## config.mk

```make
export PLATFORM = sky130hd
export DESIGN_NAME = hub_cfg_bank
export DESIGN_NICKNAME = d
export VERILOG_FILES = /design/src/design/hub_cfg_bank.v /design/src/design/hub_cfg_read_mux.v /design/src/design/hub_cfg_write_gate.v
export VERILOG_INCLUDE_DIRS = /design/src /design/src/include
export SDC_FILE = /design/constraint.sdc
export NUM_CORES = 1
export LEC_CHECK = 0
export ABC_AREA = 1
export BUFFER_PORTS_ARGS = -buffer_cell sky130_fd_sc_hd__buf_2
export CAP_MARGIN = 15
export CORE_UTILIZATION = 58
export CTS_CLUSTER_DIAMETER = 60
export CTS_CLUSTER_SIZE = 24
export DETAILED_ROUTE_END_ITERATION = 8
export GPL_ROUTABILITY_DRIVEN = 1
export MAX_ROUTING_LAYER = met4
export PLACE_DENSITY = 0.83
export SKIP_CTS_REPAIR_TIMING = 1
export SYNTH_ARGS = -nofsm -noshare
export SYNTH_HDL_FRONTEND = slang
export SYNTH_SLANG_ARGS = --single-unit
```

## constraint.sdc

```tcl
create_clock -name i_sys_clk -period 3 [get_ports i_sys_clk]
set_input_delay 0.6 -clock i_sys_clk [delete_from_list [all_inputs] [get_ports i_sys_clk]]
set_output_delay 0.6 -clock i_sys_clk [all_outputs]
set_load 0.005 [all_outputs]
```

## src/include/hub_cfg_defines.vh

```
// Register offsets, field positions and reset values of the hub config bank
// Functional notes
// (RULE1) Host never writes ones into status/command bits 7 to 3.
// (RULE2) Writing status/command bit 2 resets serial slave and config bytes.
// (RULE3) Lock bit set protects addresses 01h to 10h against writes.
// (RULE4) Host sets the lock only after loading and checking its data.
// (RULE5) Lock and attach bits are write-once; only the reset pin clears them.
// (RULE6) Attach bit signals upstream attach, then powers down the serial slave.
// (RULE7) Vendor, product, release codes stored low byte then high, 01h-06h.
// (RULE8) Options bit 7 picks bus/self power; dynamic mode uses the detect pin.
// (RULE9) Options bit 6 reports whether port LED indicators exist.
// (RULE10) Options bit 5 set forces full-speed-only attachment.
// (RULE11) Options bit 4 picks one shared or per-port transaction translator.
// (RULE12) Options bit 3 set suppresses EOF1 end-of-packet in full speed.
// (RULE13) Options bits 2:1 pick ganged, per-port or no overcurrent sensing.
// (RULE14) Host uses no-sensing encoding only with bus-powered configurations.
// (RULE15) Options bit 0 picks ganged or per-port power switching.
// (RULE16) Registers change only on a correctly completed write-byte access.
// (RULE17) Locked writes to 01h-10h are silently dropped.
// (RULE18) Reserved status/command bits 7 to 3 read as zero.
`ifndef HUB_CFG_DEFINES_VH
`define HUB_CFG_DEFINES_VH

// ****************************************
// Offsets
// ****************************************
`define ADDR_STATUS_CMD    8'h00
`define ADDR_VENDOR_LOW    8'h01
`define ADDR_VENDOR_HIGH   8'h02
`define ADDR_PRODUCT_LOW   8'h03
`define ADDR_PRODUCT_HIGH  8'h04
`define ADDR_RELEASE_LOW   8'h05
`define ADDR_RELEASE_HIGH  8'h06
`define ADDR_OPTIONS_ONE   8'h07
`define ADDR_LOCK_FIRST    8'h01
`define ADDR_LOCK_LAST     8'h10

// ****************************************
// Fields
// ****************************************
`define BIT_SOFT_RESET     2
`define BIT_CONFIG_LOCK    1
`define BIT_ATTACH         0
`define BIT_POWER_SOURCE   7
`define BIT_LED_SUPPORT    6
`define BIT_FS_ONLY        5
`define BIT_PER_PORT_TT    4
`define BIT_FEOP_OFF       3
`define BIT_OC_HI          2
`define BIT_OC_LO          1
`define BIT_SWITCH_MODE    0
`define RESET_BYTE         8'h00
`define BYTE_COUNT         8

`endif

```

## src/design/hub_cfg_bank.v

```verilog
// Hub configuration bytes 00h-07h with status/command behaviour
`timescale 1ns/1ps
`default_nettype none
`include "hub_cfg_defines.vh"
module hub_cfg_bank (
    // Clock and reset
    input  wire       i_sys_clk,
    input  wire       i_rst_b,
    // Byte access from the serial slave engine
    input  wire       i_wr_done,
    input  wire       i_rd_req,
    input  wire [7:0] i_addr,
    input  wire [7:0] i_wdata,
    input  wire       i_ack_done,
    // Board inputs
    input  wire       i_dynamic_power,
    input  wire       i_local_supply_detect,
    // Read answer
    output reg  [7:0] o_rdata,
    output reg        o_rvalid,
    // Serial slave control
    output reg        o_slave_reset,
    output reg        o_slave_power_down,
    output reg        o_attach,
    output reg        o_config_lock,
    // Identity codes
    output reg [15:0] o_vendor_code,
    output reg [15:0] o_product_code,
    output reg [15:0] o_release_code,
    // Decoded options
    output reg        o_self_powered,
    output reg        o_led_indicator_support,
    output reg        o_full_speed_only,
    output reg        o_per_port_translator,
    output reg        o_frame_end_packet_off,
    output reg  [1:0] o_overcurrent_sense_mode,
    output reg        o_oc_sense_present,
    output reg        o_port_switch_mode
);

    // ****************************************
    // Storage
    // ****************************************
    reg [7:0] mem_r [0:`BYTE_COUNT-1];
    reg       soft_rst_r;
    reg       lock_r;
    reg       attach_r;
    reg       pd_pend_r;
    reg       pd_r;
    wire      wr_ok;
    wire [7:0] rd_byte;
    wire [63:0] bytes;
    integer   k;

    function [7:0] status_byte;
        input s;
        input l;
        input a;
        begin
            status_byte = `RESET_BYTE; // RULE18 RULE1
            status_byte[`BIT_SOFT_RESET]  = s;
            status_byte[`BIT_CONFIG_LOCK] = l;
            status_byte[`BIT_ATTACH]      = a;
        end
    endfunction

    assign bytes = {mem_r[7], mem_r[6], mem_r[5], mem_r[4], mem_r[3],
                    mem_r[2], mem_r[1],
                    status_byte(soft_rst_r, lock_r, attach_r)};

    hub_cfg_write_gate hub_cfg_write_gate_inst (
        .i_wr_done (i_wr_done && !pd_r),
        .i_addr    (i_addr),
        .i_lock    (lock_r),
        .o_wr_ok   (wr_ok)
    );

    hub_cfg_read_mux hub_cfg_read_mux_inst (
        .i_bytes (bytes),
        .i_addr  (i_addr),
        .o_data  (rd_byte)
    );

    wire cmd_wr = wr_ok && (i_addr == `ADDR_STATUS_CMD);

    // ****************************************
    // Register update
    // ****************************************
    // Soft reset clears the config bytes but not the write-once bits,
    // which only the pin may clear.
    always @(posedge i_sys_clk) begin
        if (!i_rst_b) begin
            for (k = 0; k < `BYTE_COUNT; k = k + 1) begin
                mem_r[k] <= `RESET_BYTE;
            end
            soft_rst_r <= 1'b0;
            lock_r     <= 1'b0;
            attach_r   <= 1'b0;
            pd_pend_r  <= 1'b0;
            pd_r       <= 1'b0;
        end else if (soft_rst_r) begin
            for (k = 1; k < `BYTE_COUNT; k = k + 1) begin
                mem_r[k] <= `RESET_BYTE; // RULE2
            end
            soft_rst_r <= 1'b0; // RULE2
        end else begin
            if (cmd_wr) begin
                soft_rst_r <= i_wdata[`BIT_SOFT_RESET]; // RULE2
                if (i_wdata[`BIT_CONFIG_LOCK]) begin
                    lock_r <= 1'b1; // RULE5
                end
                if (i_wdata[`BIT_ATTACH]) begin
                    attach_r  <= 1'b1; // RULE5 RULE6
                    pd_pend_r <= 1'b1;
                end
            end else if (wr_ok && i_addr < `BYTE_COUNT) begin
                mem_r[i_addr[2:0]] <= i_wdata; // RULE7 RULE16
            end
            if (pd_pend_r && i_ack_done) begin
                pd_r <= 1'b1; // RULE6
            end
        end
    end

    // ****************************************
    // Outputs
    // ****************************************
    always @(posedge i_sys_clk) begin
        if (!i_rst_b) begin
            o_rdata  <= `RESET_BYTE;
            o_rvalid <= 1'b0;
            o_slave_reset      <= 1'b0;
            o_slave_power_down <= 1'b0;
            o_attach           <= 1'b0;
            o_config_lock      <= 1'b0;
            o_vendor_code  <= 16'h0000;
            o_product_code <= 16'h0000;
            o_release_code <= 16'h0000;
            o_self_powered           <= 1'b0;
            o_led_indicator_support  <= 1'b0;
            o_full_speed_only        <= 1'b0;
            o_per_port_translator    <= 1'b0;
            o_frame_end_packet_off   <= 1'b0;
            o_overcurrent_sense_mode <= 2'h0;
            o_oc_sense_present       <= 1'b1;
            o_port_switch_mode       <= 1'b0;
        end else begin
            // Reads leave the bank untouched
            o_rvalid <= i_rd_req && !pd_r; // RULE16
            if (i_rd_req && !pd_r) begin
                o_rdata <= rd_byte; // RULE18
            end
            o_slave_reset      <= soft_rst_r; // RULE2
            o_slave_power_down <= pd_r; // RULE6
            o_attach           <= attach_r; // RULE6
            o_config_lock      <= lock_r; // RULE3
            o_vendor_code  <= {mem_r[2], mem_r[1]}; // RULE7
            o_product_code <= {mem_r[4], mem_r[3]}; // RULE7
            o_release_code <= {mem_r[6], mem_r[5]}; // RULE7
            // Dynamic mode follows the board pin, not the stored bit
            o_self_powered <= i_dynamic_power ? i_local_supply_detect :
                              mem_r[7][`BIT_POWER_SOURCE]; // RULE8
            o_led_indicator_support <= mem_r[7][`BIT_LED_SUPPORT]; // RULE9
            o_full_speed_only       <= mem_r[7][`BIT_FS_ONLY]; // RULE10
            o_per_port_translator   <= mem_r[7][`BIT_PER_PORT_TT]; // RULE11
            o_frame_end_packet_off  <= mem_r[7][`BIT_FEOP_OFF]; // RULE12
            o_overcurrent_sense_mode <=
                mem_r[7][`BIT_OC_HI:`BIT_OC_LO]; // RULE13
            o_oc_sense_present <= !mem_r[7][`BIT_OC_HI]; // RULE13 RULE14
            o_port_switch_mode <= mem_r[7][`BIT_SWITCH_MODE]; // RULE15
        end
    end

endmodule
`default_nettype wire

```

## src/design/hub_cfg_read_mux.v

```verilog
// Read data selection for the configuration bytes
`timescale 1ns/1ps
`default_nettype none
`include "hub_cfg_defines.vh"
module hub_cfg_read_mux (
    // Stored bytes
    input  wire [63:0] i_bytes,
    input  wire [7:0]  i_addr,
    // Read data
    output reg  [7:0]  o_data
);
    always @* begin
        if (i_addr < `BYTE_COUNT) begin
            o_data = i_bytes[i_addr[2:0]*8 +: 8];
        end else begin
            o_data = `RESET_BYTE;
        end
    end
endmodule
`default_nettype wire

```

## src/design/hub_cfg_write_gate.v

```verilog
// Write qualification: lock window and completion check
`timescale 1ns/1ps
`default_nettype none
`include "hub_cfg_defines.vh"
module hub_cfg_write_gate (
    // Write request
    input  wire       i_wr_done,
    input  wire [7:0] i_addr,
    input  wire       i_lock,
    // Qualified strobe
    output wire       o_wr_ok
);
    // Window runs past 07h; unbacked addresses are simply not stored
    wire in_window = (i_addr >= `ADDR_LOCK_FIRST) &&
                     (i_addr <= `ADDR_LOCK_LAST);
    assign o_wr_ok = i_wr_done && !(i_lock && in_window); // RULE3 RULE17 RULE16
endmodule
`default_nettype wire

```

==> Word-level counts from Yosys, hierarchy flattened <==
Memory sizes are Yosys's and may differ from the RTL's.
Cells that the tools add are included.
{ "totals": {"regBits": 74, "latchBits": 0, "ramBits": 64, "romBits": 0, "word_cells": 74, "memories": 1} }
{ "memory_table": {"columns": ["memory", "depth", "word_bits", "read_ports", "rd_ports_with_merged_regs", "wr", "line_no", "text"], "rows": [
  ["mem_r", 8, 8, 7, 0, 8, "hub_cfg_bank.v:44", "reg [7:0] mem_r [0:`BYTE_COUNT-1];"]
]} }
{ "classes": {"add_sub_neg": 0, "multipliers": 0, "div": 0, "n_lt_le_gt_ge": 3, "n_eq_ne": 0, "n_shift": 1, "n_mux": 21, "bitwise": 10, "reduce_logical": 17} }
{ "ops": {"columns": ["operator", "n"], "rows": [
  ["$mux W8", 9],
  ["$shiftx A64 B7 Y8", 1],
  ["$mux W1", 11],
  ["$ge A8 B1 Y1 const B", 1],
  ["$le A8 B5 Y1 const B", 1],
  ["$logic_and A1 B1 Y1", 8],
  ["$logic_not A8 Y1", 1],
  ["$lt A8 B4 Y1 const B", 1],
  ["$reduce_or A8 Y1", 1],
  ["$or A1 B1 Y1", 7],
  ["$reduce_and A3 Y1", 2],
  ["$logic_not A1 Y1", 3],
  ["$mux W3", 1],
  ["$not A1 Y1", 3],
  ["$reduce_or A3 Y1", 1],
  ["$reduce_and A2 Y1", 1]
]} }

==> Longest topological paths before layout <==
Gate-level depths: netlist of run 1.
{ "logic_depth": {"ltp_word": 13, "ltp_mapped": 9, "mapped_depth_nobuf": 7} }

==> By module <==
A second synthesis of run 1 with hierarchy kept.
{ "hier_totals": {"cells_unflattened": 623, "hier_area_um2": 5287.6} }
{ "by_module_without_submodules": {"columns": ["mod", "n_inst", "cells_each", "area_each_um2", "seq_area_each_um2"], "rows": [
  ["hub_cfg_bank", 1, 405, 4395.5, 3163.0],
  ["hub_cfg_read_mux", 1, 203, 825.8, 0.0],
  ["hub_cfg_write_gate", 1, 15, 66.3, 0.0]
]} }

==> Least setup slack after synthesis of run 1 <==
Ideal clock, no wire load.
{ "synth_timing": {"path_kind": "in2reg", "from": "input port i_rst_b", "to": "memory mem_r[1][0] (enable)", "setup_time_ps": 329, "arrival_time_ps": 1796, "required_time_ps": 2671, "setup_slack_ps": 875, "stages": 7, "path_cell_list": "buf_2 > inv_2 > nor2_1 > nand3_1 > nor3_4 > nand3_2 > nand2_1"} }
{ "synth_lines": {"columns": ["item", "line_no", "text"], "rows": [
  ["from (decl)", "hub_cfg_bank.v:8", "input wire i_rst_b,"],
  ["to (decl)", "hub_cfg_bank.v:44", null]
]} }

==> results of run 1 <==
## power by group through the flow
stage / registers (W) / logic, W / clock network (W)
4_1_cts: 0.00190 / 0.000191 / 0.00206
6_report: 0.00190 / 0.000193 / 0.00206
5_1_grt: 0.00191 / 0.000213 / 0.00215
3_3_place_gp: 0.00194 / 0.000183 / 0
2_1_floorplan: 0.00194 / 0.000105 / 0
3_5_place_dp: 0.00194 / 0.000187 / 0
## Yosys cell counts
master,instances,area share
nand3_2,7,0.015
clkinv_1,1,0.00078
nor3_1,1,0.0010
clkbuf_1,13,0.010
buf_2,2,0.0021
nand2_1,160,0.13
nor2_1,77,0.060
inv_1,84,0.066
nor3_4,1,0.0034
dfxtp_1,74,0.31
edfxtp_1,56,0.35
nand3_1,28,0.029
and3_1,1,0.0013
o21ai_0,3,0.0031
inv_2,2,0.0016
nand3b_1,4,0.0063
buf_1,1,0.00078
a21oi_1,12,0.013
## stage by stage
step	area, um2	hold slack (ps)	power (W)	worst slack (ps)
final	5959	270.8	0.004154	915.6
after global routing	5959	272.6	0.004266	806.3
after CTS	5959	266.9	0.004156	926.8
after detailed placement	5363	444.8	0.002128	438.1
after global placement	5363	441.3	0.002123	528.0
after floorplan	4785	419.1	0.002042	875.0
## final timing paths
kind / to / from / cells after the start
setup / recovery: mem_r[1][0] / pd_r / 5
hold / removal: o_self_powered / i_dynamic_power / 2
setup reg to reg: mem_r[1][0] / pd_r / 5
hold reg to reg: o_led_indicator_support / mem_r[7][6] / 2
## metal layers
| metal | routed length, um | GRT usage |
|---|---|---|
| met2 | 5657 | 0.4681 |
| met5 | 0 | - |
| met4 | 227 | 0.1192 |
| met3 | 1124 | 0.06158 |
| met1 | 4658 | 0.3764 |
## critical path, stage by stage (launching register included)
cell     delay (ps)
dfxtp_1         330
nor2_1          140
nand3_1         130
nor3_4          490
nand3_2         290
nand2_1         370
## placed cells by master (no fill, tap or decap)
master and n:
a21oi_1 12, and3_1 1, buf_2 92, buf_4 7
bufinv_16 3, clkbuf_16 16, clkbuf_8 1, clkinv_1 1
clkinv_2 3, clkinv_4 5, clkinvlp_4 1, dfxtp_1 74
edfxtp_1 56, inv_1 84, inv_2 2, inv_6 3
nand2_1 160, nand3_1 28, nand3_2 7, nand3b_1 4
nor2_1 77, nor3_1 1, nor3_4 1, o21ai_0 3
## state kept, by name, summed over array words and instances (netlist names), 2 cells and up
| signal | cells |
|---|---|
| mem_r | 56 |
| o_product_code | 16 |
| o_release_code | 16 |
| o_vendor_code | 16 |
| o_rdata | 8 |
| o_overcurrent_sense_mode | 2 |
## cells by family (layout without fill, tap and decap cells)
family                 count (synthesis)  count (layout)  synth area share
AO/OA/AOI/OAI                         15              15           0.01569
AND/OR/NAND/NOR                      279             279            0.2419
buffers and inverters                103             218           0.08133
flip-flops                           130             130            0.6611
## area by class of cell
type                    instances  area [um2]  share of cell area
clock buffers                  17       414.1             0.06949
repair buffers                 99       513.0             0.08608
inverters                      87       326.6             0.05480
flip-flops and latches        130        3163              0.5308
clock inverters                15       182.7             0.03065
multi-input cells             294        1232              0.2068
well taps                     102       127.6             0.02141
==> impl_results.md, run 1 <==
- Filler cells: 537
- Dpl hpwl: 7.835 mm
- Period minus WS final: 2084 ps
- Total Routing Usage GR: 0.2969
- Tcrit/Tclk final: 0.6948
- Setup violators final: 0
- CTS Sinks: 130
- MaxCap Viol Count: 0
- FF+latch count, synth: 130
- CTS clk-pin slew, worst paths: 60 ps
- RSZ-0062 raised after global routing: no
- Core area: 7848 um2
- Clock power frac: 0.495
- Syn Nets: 550
- Routed wire length: 11.67 mm
- TritonCTS clock tree: yes
- Placed cells: 712
- YS warnings: 0
- Layout cells sized above 1: 0.2196
- Starting Density: 0.6097
- Layout Cells excl Fill: 744
- Switch Pwr: 0.0009382 W
- CP required: 3190 ps
- Cells after Synth: 527
- Crit path max fanout: 9
- GR Overflow Total: 0
- Antenna violations before repair: 0
- R2R Setup Slk: 920 ps
- Port bufs: 92
- Arr. time, crit path: 2270 ps
- H-tree depth: 4
- Drt pass-1 iters: 5
- Root Buffer Master: clkbuf_8
- Final net count: 652
- Drt via density: 5.142
- P_leak: 3.186 nW
- Slew HR: 0.5197
- Setup TNS: 0 ps
- Num rows: 32
- HP Class: in -> reg
- CP Class: reg -> reg
- Synthesized area: 4785 um2
- Register share of total power: 0.458
- Pin count of the biggest net entering global routing: 61
- Area grow syn2layout: 24.56%
- Slew @ Worst Pin: 719.6 ps
- DR iter-0 viols: 372
- Routed Antenna Nets: 0
- Worst Setup End Kind: flip-flop
- Total internal power: 0.003216 W
- Peak Freq: 0.4798 GHz
- Height of the die: 92.83 um
- Final Max Tran Viols: 0
- First-pass GRT wire length: 18.08 mm
- Power Dens Cells: 697.1 nW/um2
- Startpoint type of the worst setup path: flip-flop
- Antenna diode count: 0
- Netlist cell types: 18
- Final core occ: 0.7594
- Max VDD drop: 0.4473 mV
- Die area: 8616 um2
- Cts bufs inserted: 17
- Final hold vios: 0
- Switching part of the total: 0.2258
- Vias in the first global route: 3538
- Clock Latency Late Sink: 520 ps
- Avg WL per Cell: 15.68 um
- Avg Inst Size Synth: 9.079 um2
- # DRC: 0
- Clk_skew: 6.567 ps
- Top-level I/O count: 93
- Vias post-DR: 3826
- Die width: 92.83 um
- Outcome: completed
- GPL Wtd Cong: 0.8817
- Register area share after synthesis: 0.6611
- Gate power share: 0.046
- Clk buf depth: 2
(Power assumes the default switching activity.)
==> inputs of run 2 (changes only) <==
Settings changed: CORE_UTILIZATION 58 to 49, PLACE_DENSITY 0.83 to 0.75.
Clock period 3 ns to 1.9 ns, I/O delays scaled along.
==> impl_results.md, run 2 (synthesized netlist as in run 1, its figures left out) <==
- CP required: 2090 ps (was 3190 ps)
- Final hold vios: 0 (unchanged)
- First-pass GRT wire length: 17.39 mm (was 18.08 mm)
- Starting Density: 0.5129 (was 0.6097)
- Cts bufs inserted: 17 (unchanged)
- Period minus WS final: 1764 ps (was 2084 ps)
- Switching part of the total: 0.2258 (about the same)
- Final Max Tran Viols: 0 (unchanged)
- Area grow syn2layout: 26.91% (was 24.56%)
- Final net count: 662 (was 652)
- Vias post-DR: 3797 (was 3826)
- Clk buf depth: 2 (unchanged)
- Pin count of the biggest net entering global routing: 61 (unchanged)
- # DRC: 0 (unchanged)
- Gate power share: 0.049 (was 0.046)
- TritonCTS clock tree: yes (unchanged)
- Largest register FFs: 56 (unchanged)
- H-tree depth: 4 (unchanged)
- Clk_skew: 10.24 ps (was 6.567 ps)
- Root Buffer Master: clkbuf_8 (unchanged)
- Clock Latency Late Sink: 530 ps (was 520 ps)
- GPL Wtd Cong: 0.8346 (was 0.8817)
- Drt via density: 4.862 (was 5.142)
- CTS clk-pin slew, worst paths: 60 ps (about the same)
- Avg WL per Cell: 14.90 um (was 15.68 um)
- Total Routing Usage GR: 0.2493 (was 0.2969)
- Tcrit/Tclk final: 0.9283 (was 0.6948)
- RSZ-0062 raised after global routing: no (unchanged)
- Cell area after layout: 6072 um2 (was 5959 um2)
- Clock power frac: 0.480 (was 0.495)
- Total internal power: 0.004939 W (was 0.003216 W)
- Hold WS: 44.02 ps (was 270.8 ps)
- Core area: 9328 um2 (was 7848 um2)
- Slew @ Worst Pin: 618.8 ps (was 719.6 ps)
- Die area: 10160 um2 (was 8616 um2)
- Commonest non-fill, non-tap cell in the layout: nand2_1 (unchanged)
- Post-DP Area: 5477 um2 (was 5363 um2)
- HP Class: in -> reg (unchanged)
- Final core occ: 0.6510 (was 0.7594)
- Arr. time, crit path: 1950 ps (was 2270 ps)
- DR iter-0 viols: 343 (was 372)
- Slew HR: 0.5843 (was 0.5197)
- Register share of total power: 0.471 (was 0.458)
- Startpoint type of the worst setup path: flip-flop (unchanged)
- Crit path max fanout: 8 (was 9)
- Routed Antenna Nets: 0 (unchanged)
- MaxCap Viol Count: 0 (unchanged)
- Die width: 100.8 um (was 92.83 um)
- Top-level I/O count: 93 (unchanged)
- P_leak: 3.231 nW (was 3.186 nW)
- Commonest non-fill, non-tap cells in the layout: 160 x nand2_1, 92 x buf_2, 84 x inv_1 (unchanged)
- Antenna diode count: 0 (unchanged)
- Worst Setup End Kind: flip-flop (unchanged)
- Layout cells sized above 1: 0.2301 (was 0.2196)
- Max VDD drop: 0.7153 mV (was 0.4473 mV)
- Drt pass-1 iters: 7 (was 5)
- Largest Register: mem_r (unchanged)
- Dpl hpwl: 7.814 mm (was 7.835 mm)
- CP Class: reg -> reg (unchanged)
- Height of the die: 100.8 um (was 92.83 um)
- Antenna violations before repair: 0 (unchanged)
- Setup TNS: 0 ps (unchanged)
- Power Dens Cells: 1051 nW/um2 (was 697.1 nW/um2)
- CTS Sinks: 130 (unchanged)
- Vias in the first global route: 3490 (was 3538)
- Peak Freq: 0.5670 GHz (was 0.4798 GHz)
- Port bufs: 92 (unchanged)
- GR Overflow Total: 0 (unchanged)
- Outcome: completed (unchanged)
- Setup violators final: 0 (unchanged)
- Routed wire length: 11.63 mm (was 11.67 mm)
- Switch Pwr: 0.001440 W (was 0.0009382 W)
- Num rows: 35 (was 32)
- Tot Pwr: 0.006379 W (was 0.004154 W)
==> run 2: stage by stage <==
step	worst slack, ps	cells
detailed placement	-138.1	748
floorplan	-5.015	527
finish	136.3	781
global placement	-92.01	748
global route	50.56	781
CTS	-24.69	780
==> run 2: worst paths after layout <==
check / startpoint / endpoint / slack (ps) / cells past startpoint
setup reg to reg: pd_r / mem_r[6][5] / 140 / 6
hold / removal: i_dynamic_power / o_self_powered / 40 / 2
setup / recovery: pd_r / mem_r[6][5] / 140 / 6
hold reg to reg: mem_r[7][6] / o_led_indicator_support / 460 / 2
==> run 2: layout make-up <==
type	instances	area [um2]
clock inverter	11	72.57
sequential	130	3163
tap	129	161.4
timing repair buffer	109	613.1
fill	776	3256
inverter	87	326.6
multi-input combinational	294	1232
clock buffer	21	503.0
==> run 2: layer usage <==
metal	track usage	vias to the layer above	part of all wire
met5	-	-	0
met4	0.1260	0	0.026
met3	0.07698	25	0.076
met2	0.3783	201	0.48
met1	0.3015	1732	0.42
li1	-	1839	-
==> run 2: worst max-delay path, cell delays in order, from the launching register on <==
cell and delay [ps]:
dfxtp_1 340, nor2_1 200, nand3_1 160, nor3_4 180, buf_12 160, nand3_2 70, nand2_1 290
==> run 2: power groups by stage <==
stage               logic, W  clock network, W  registers (W)
finish              0.000315           0.00306        0.00300
detailed placement  0.000309                 0        0.00306
floorplan           0.000165                 0        0.00306
global placement    0.000304                 0        0.00306
CTS                 0.000312           0.00308        0.00300
global route        0.000347           0.00321        0.00301
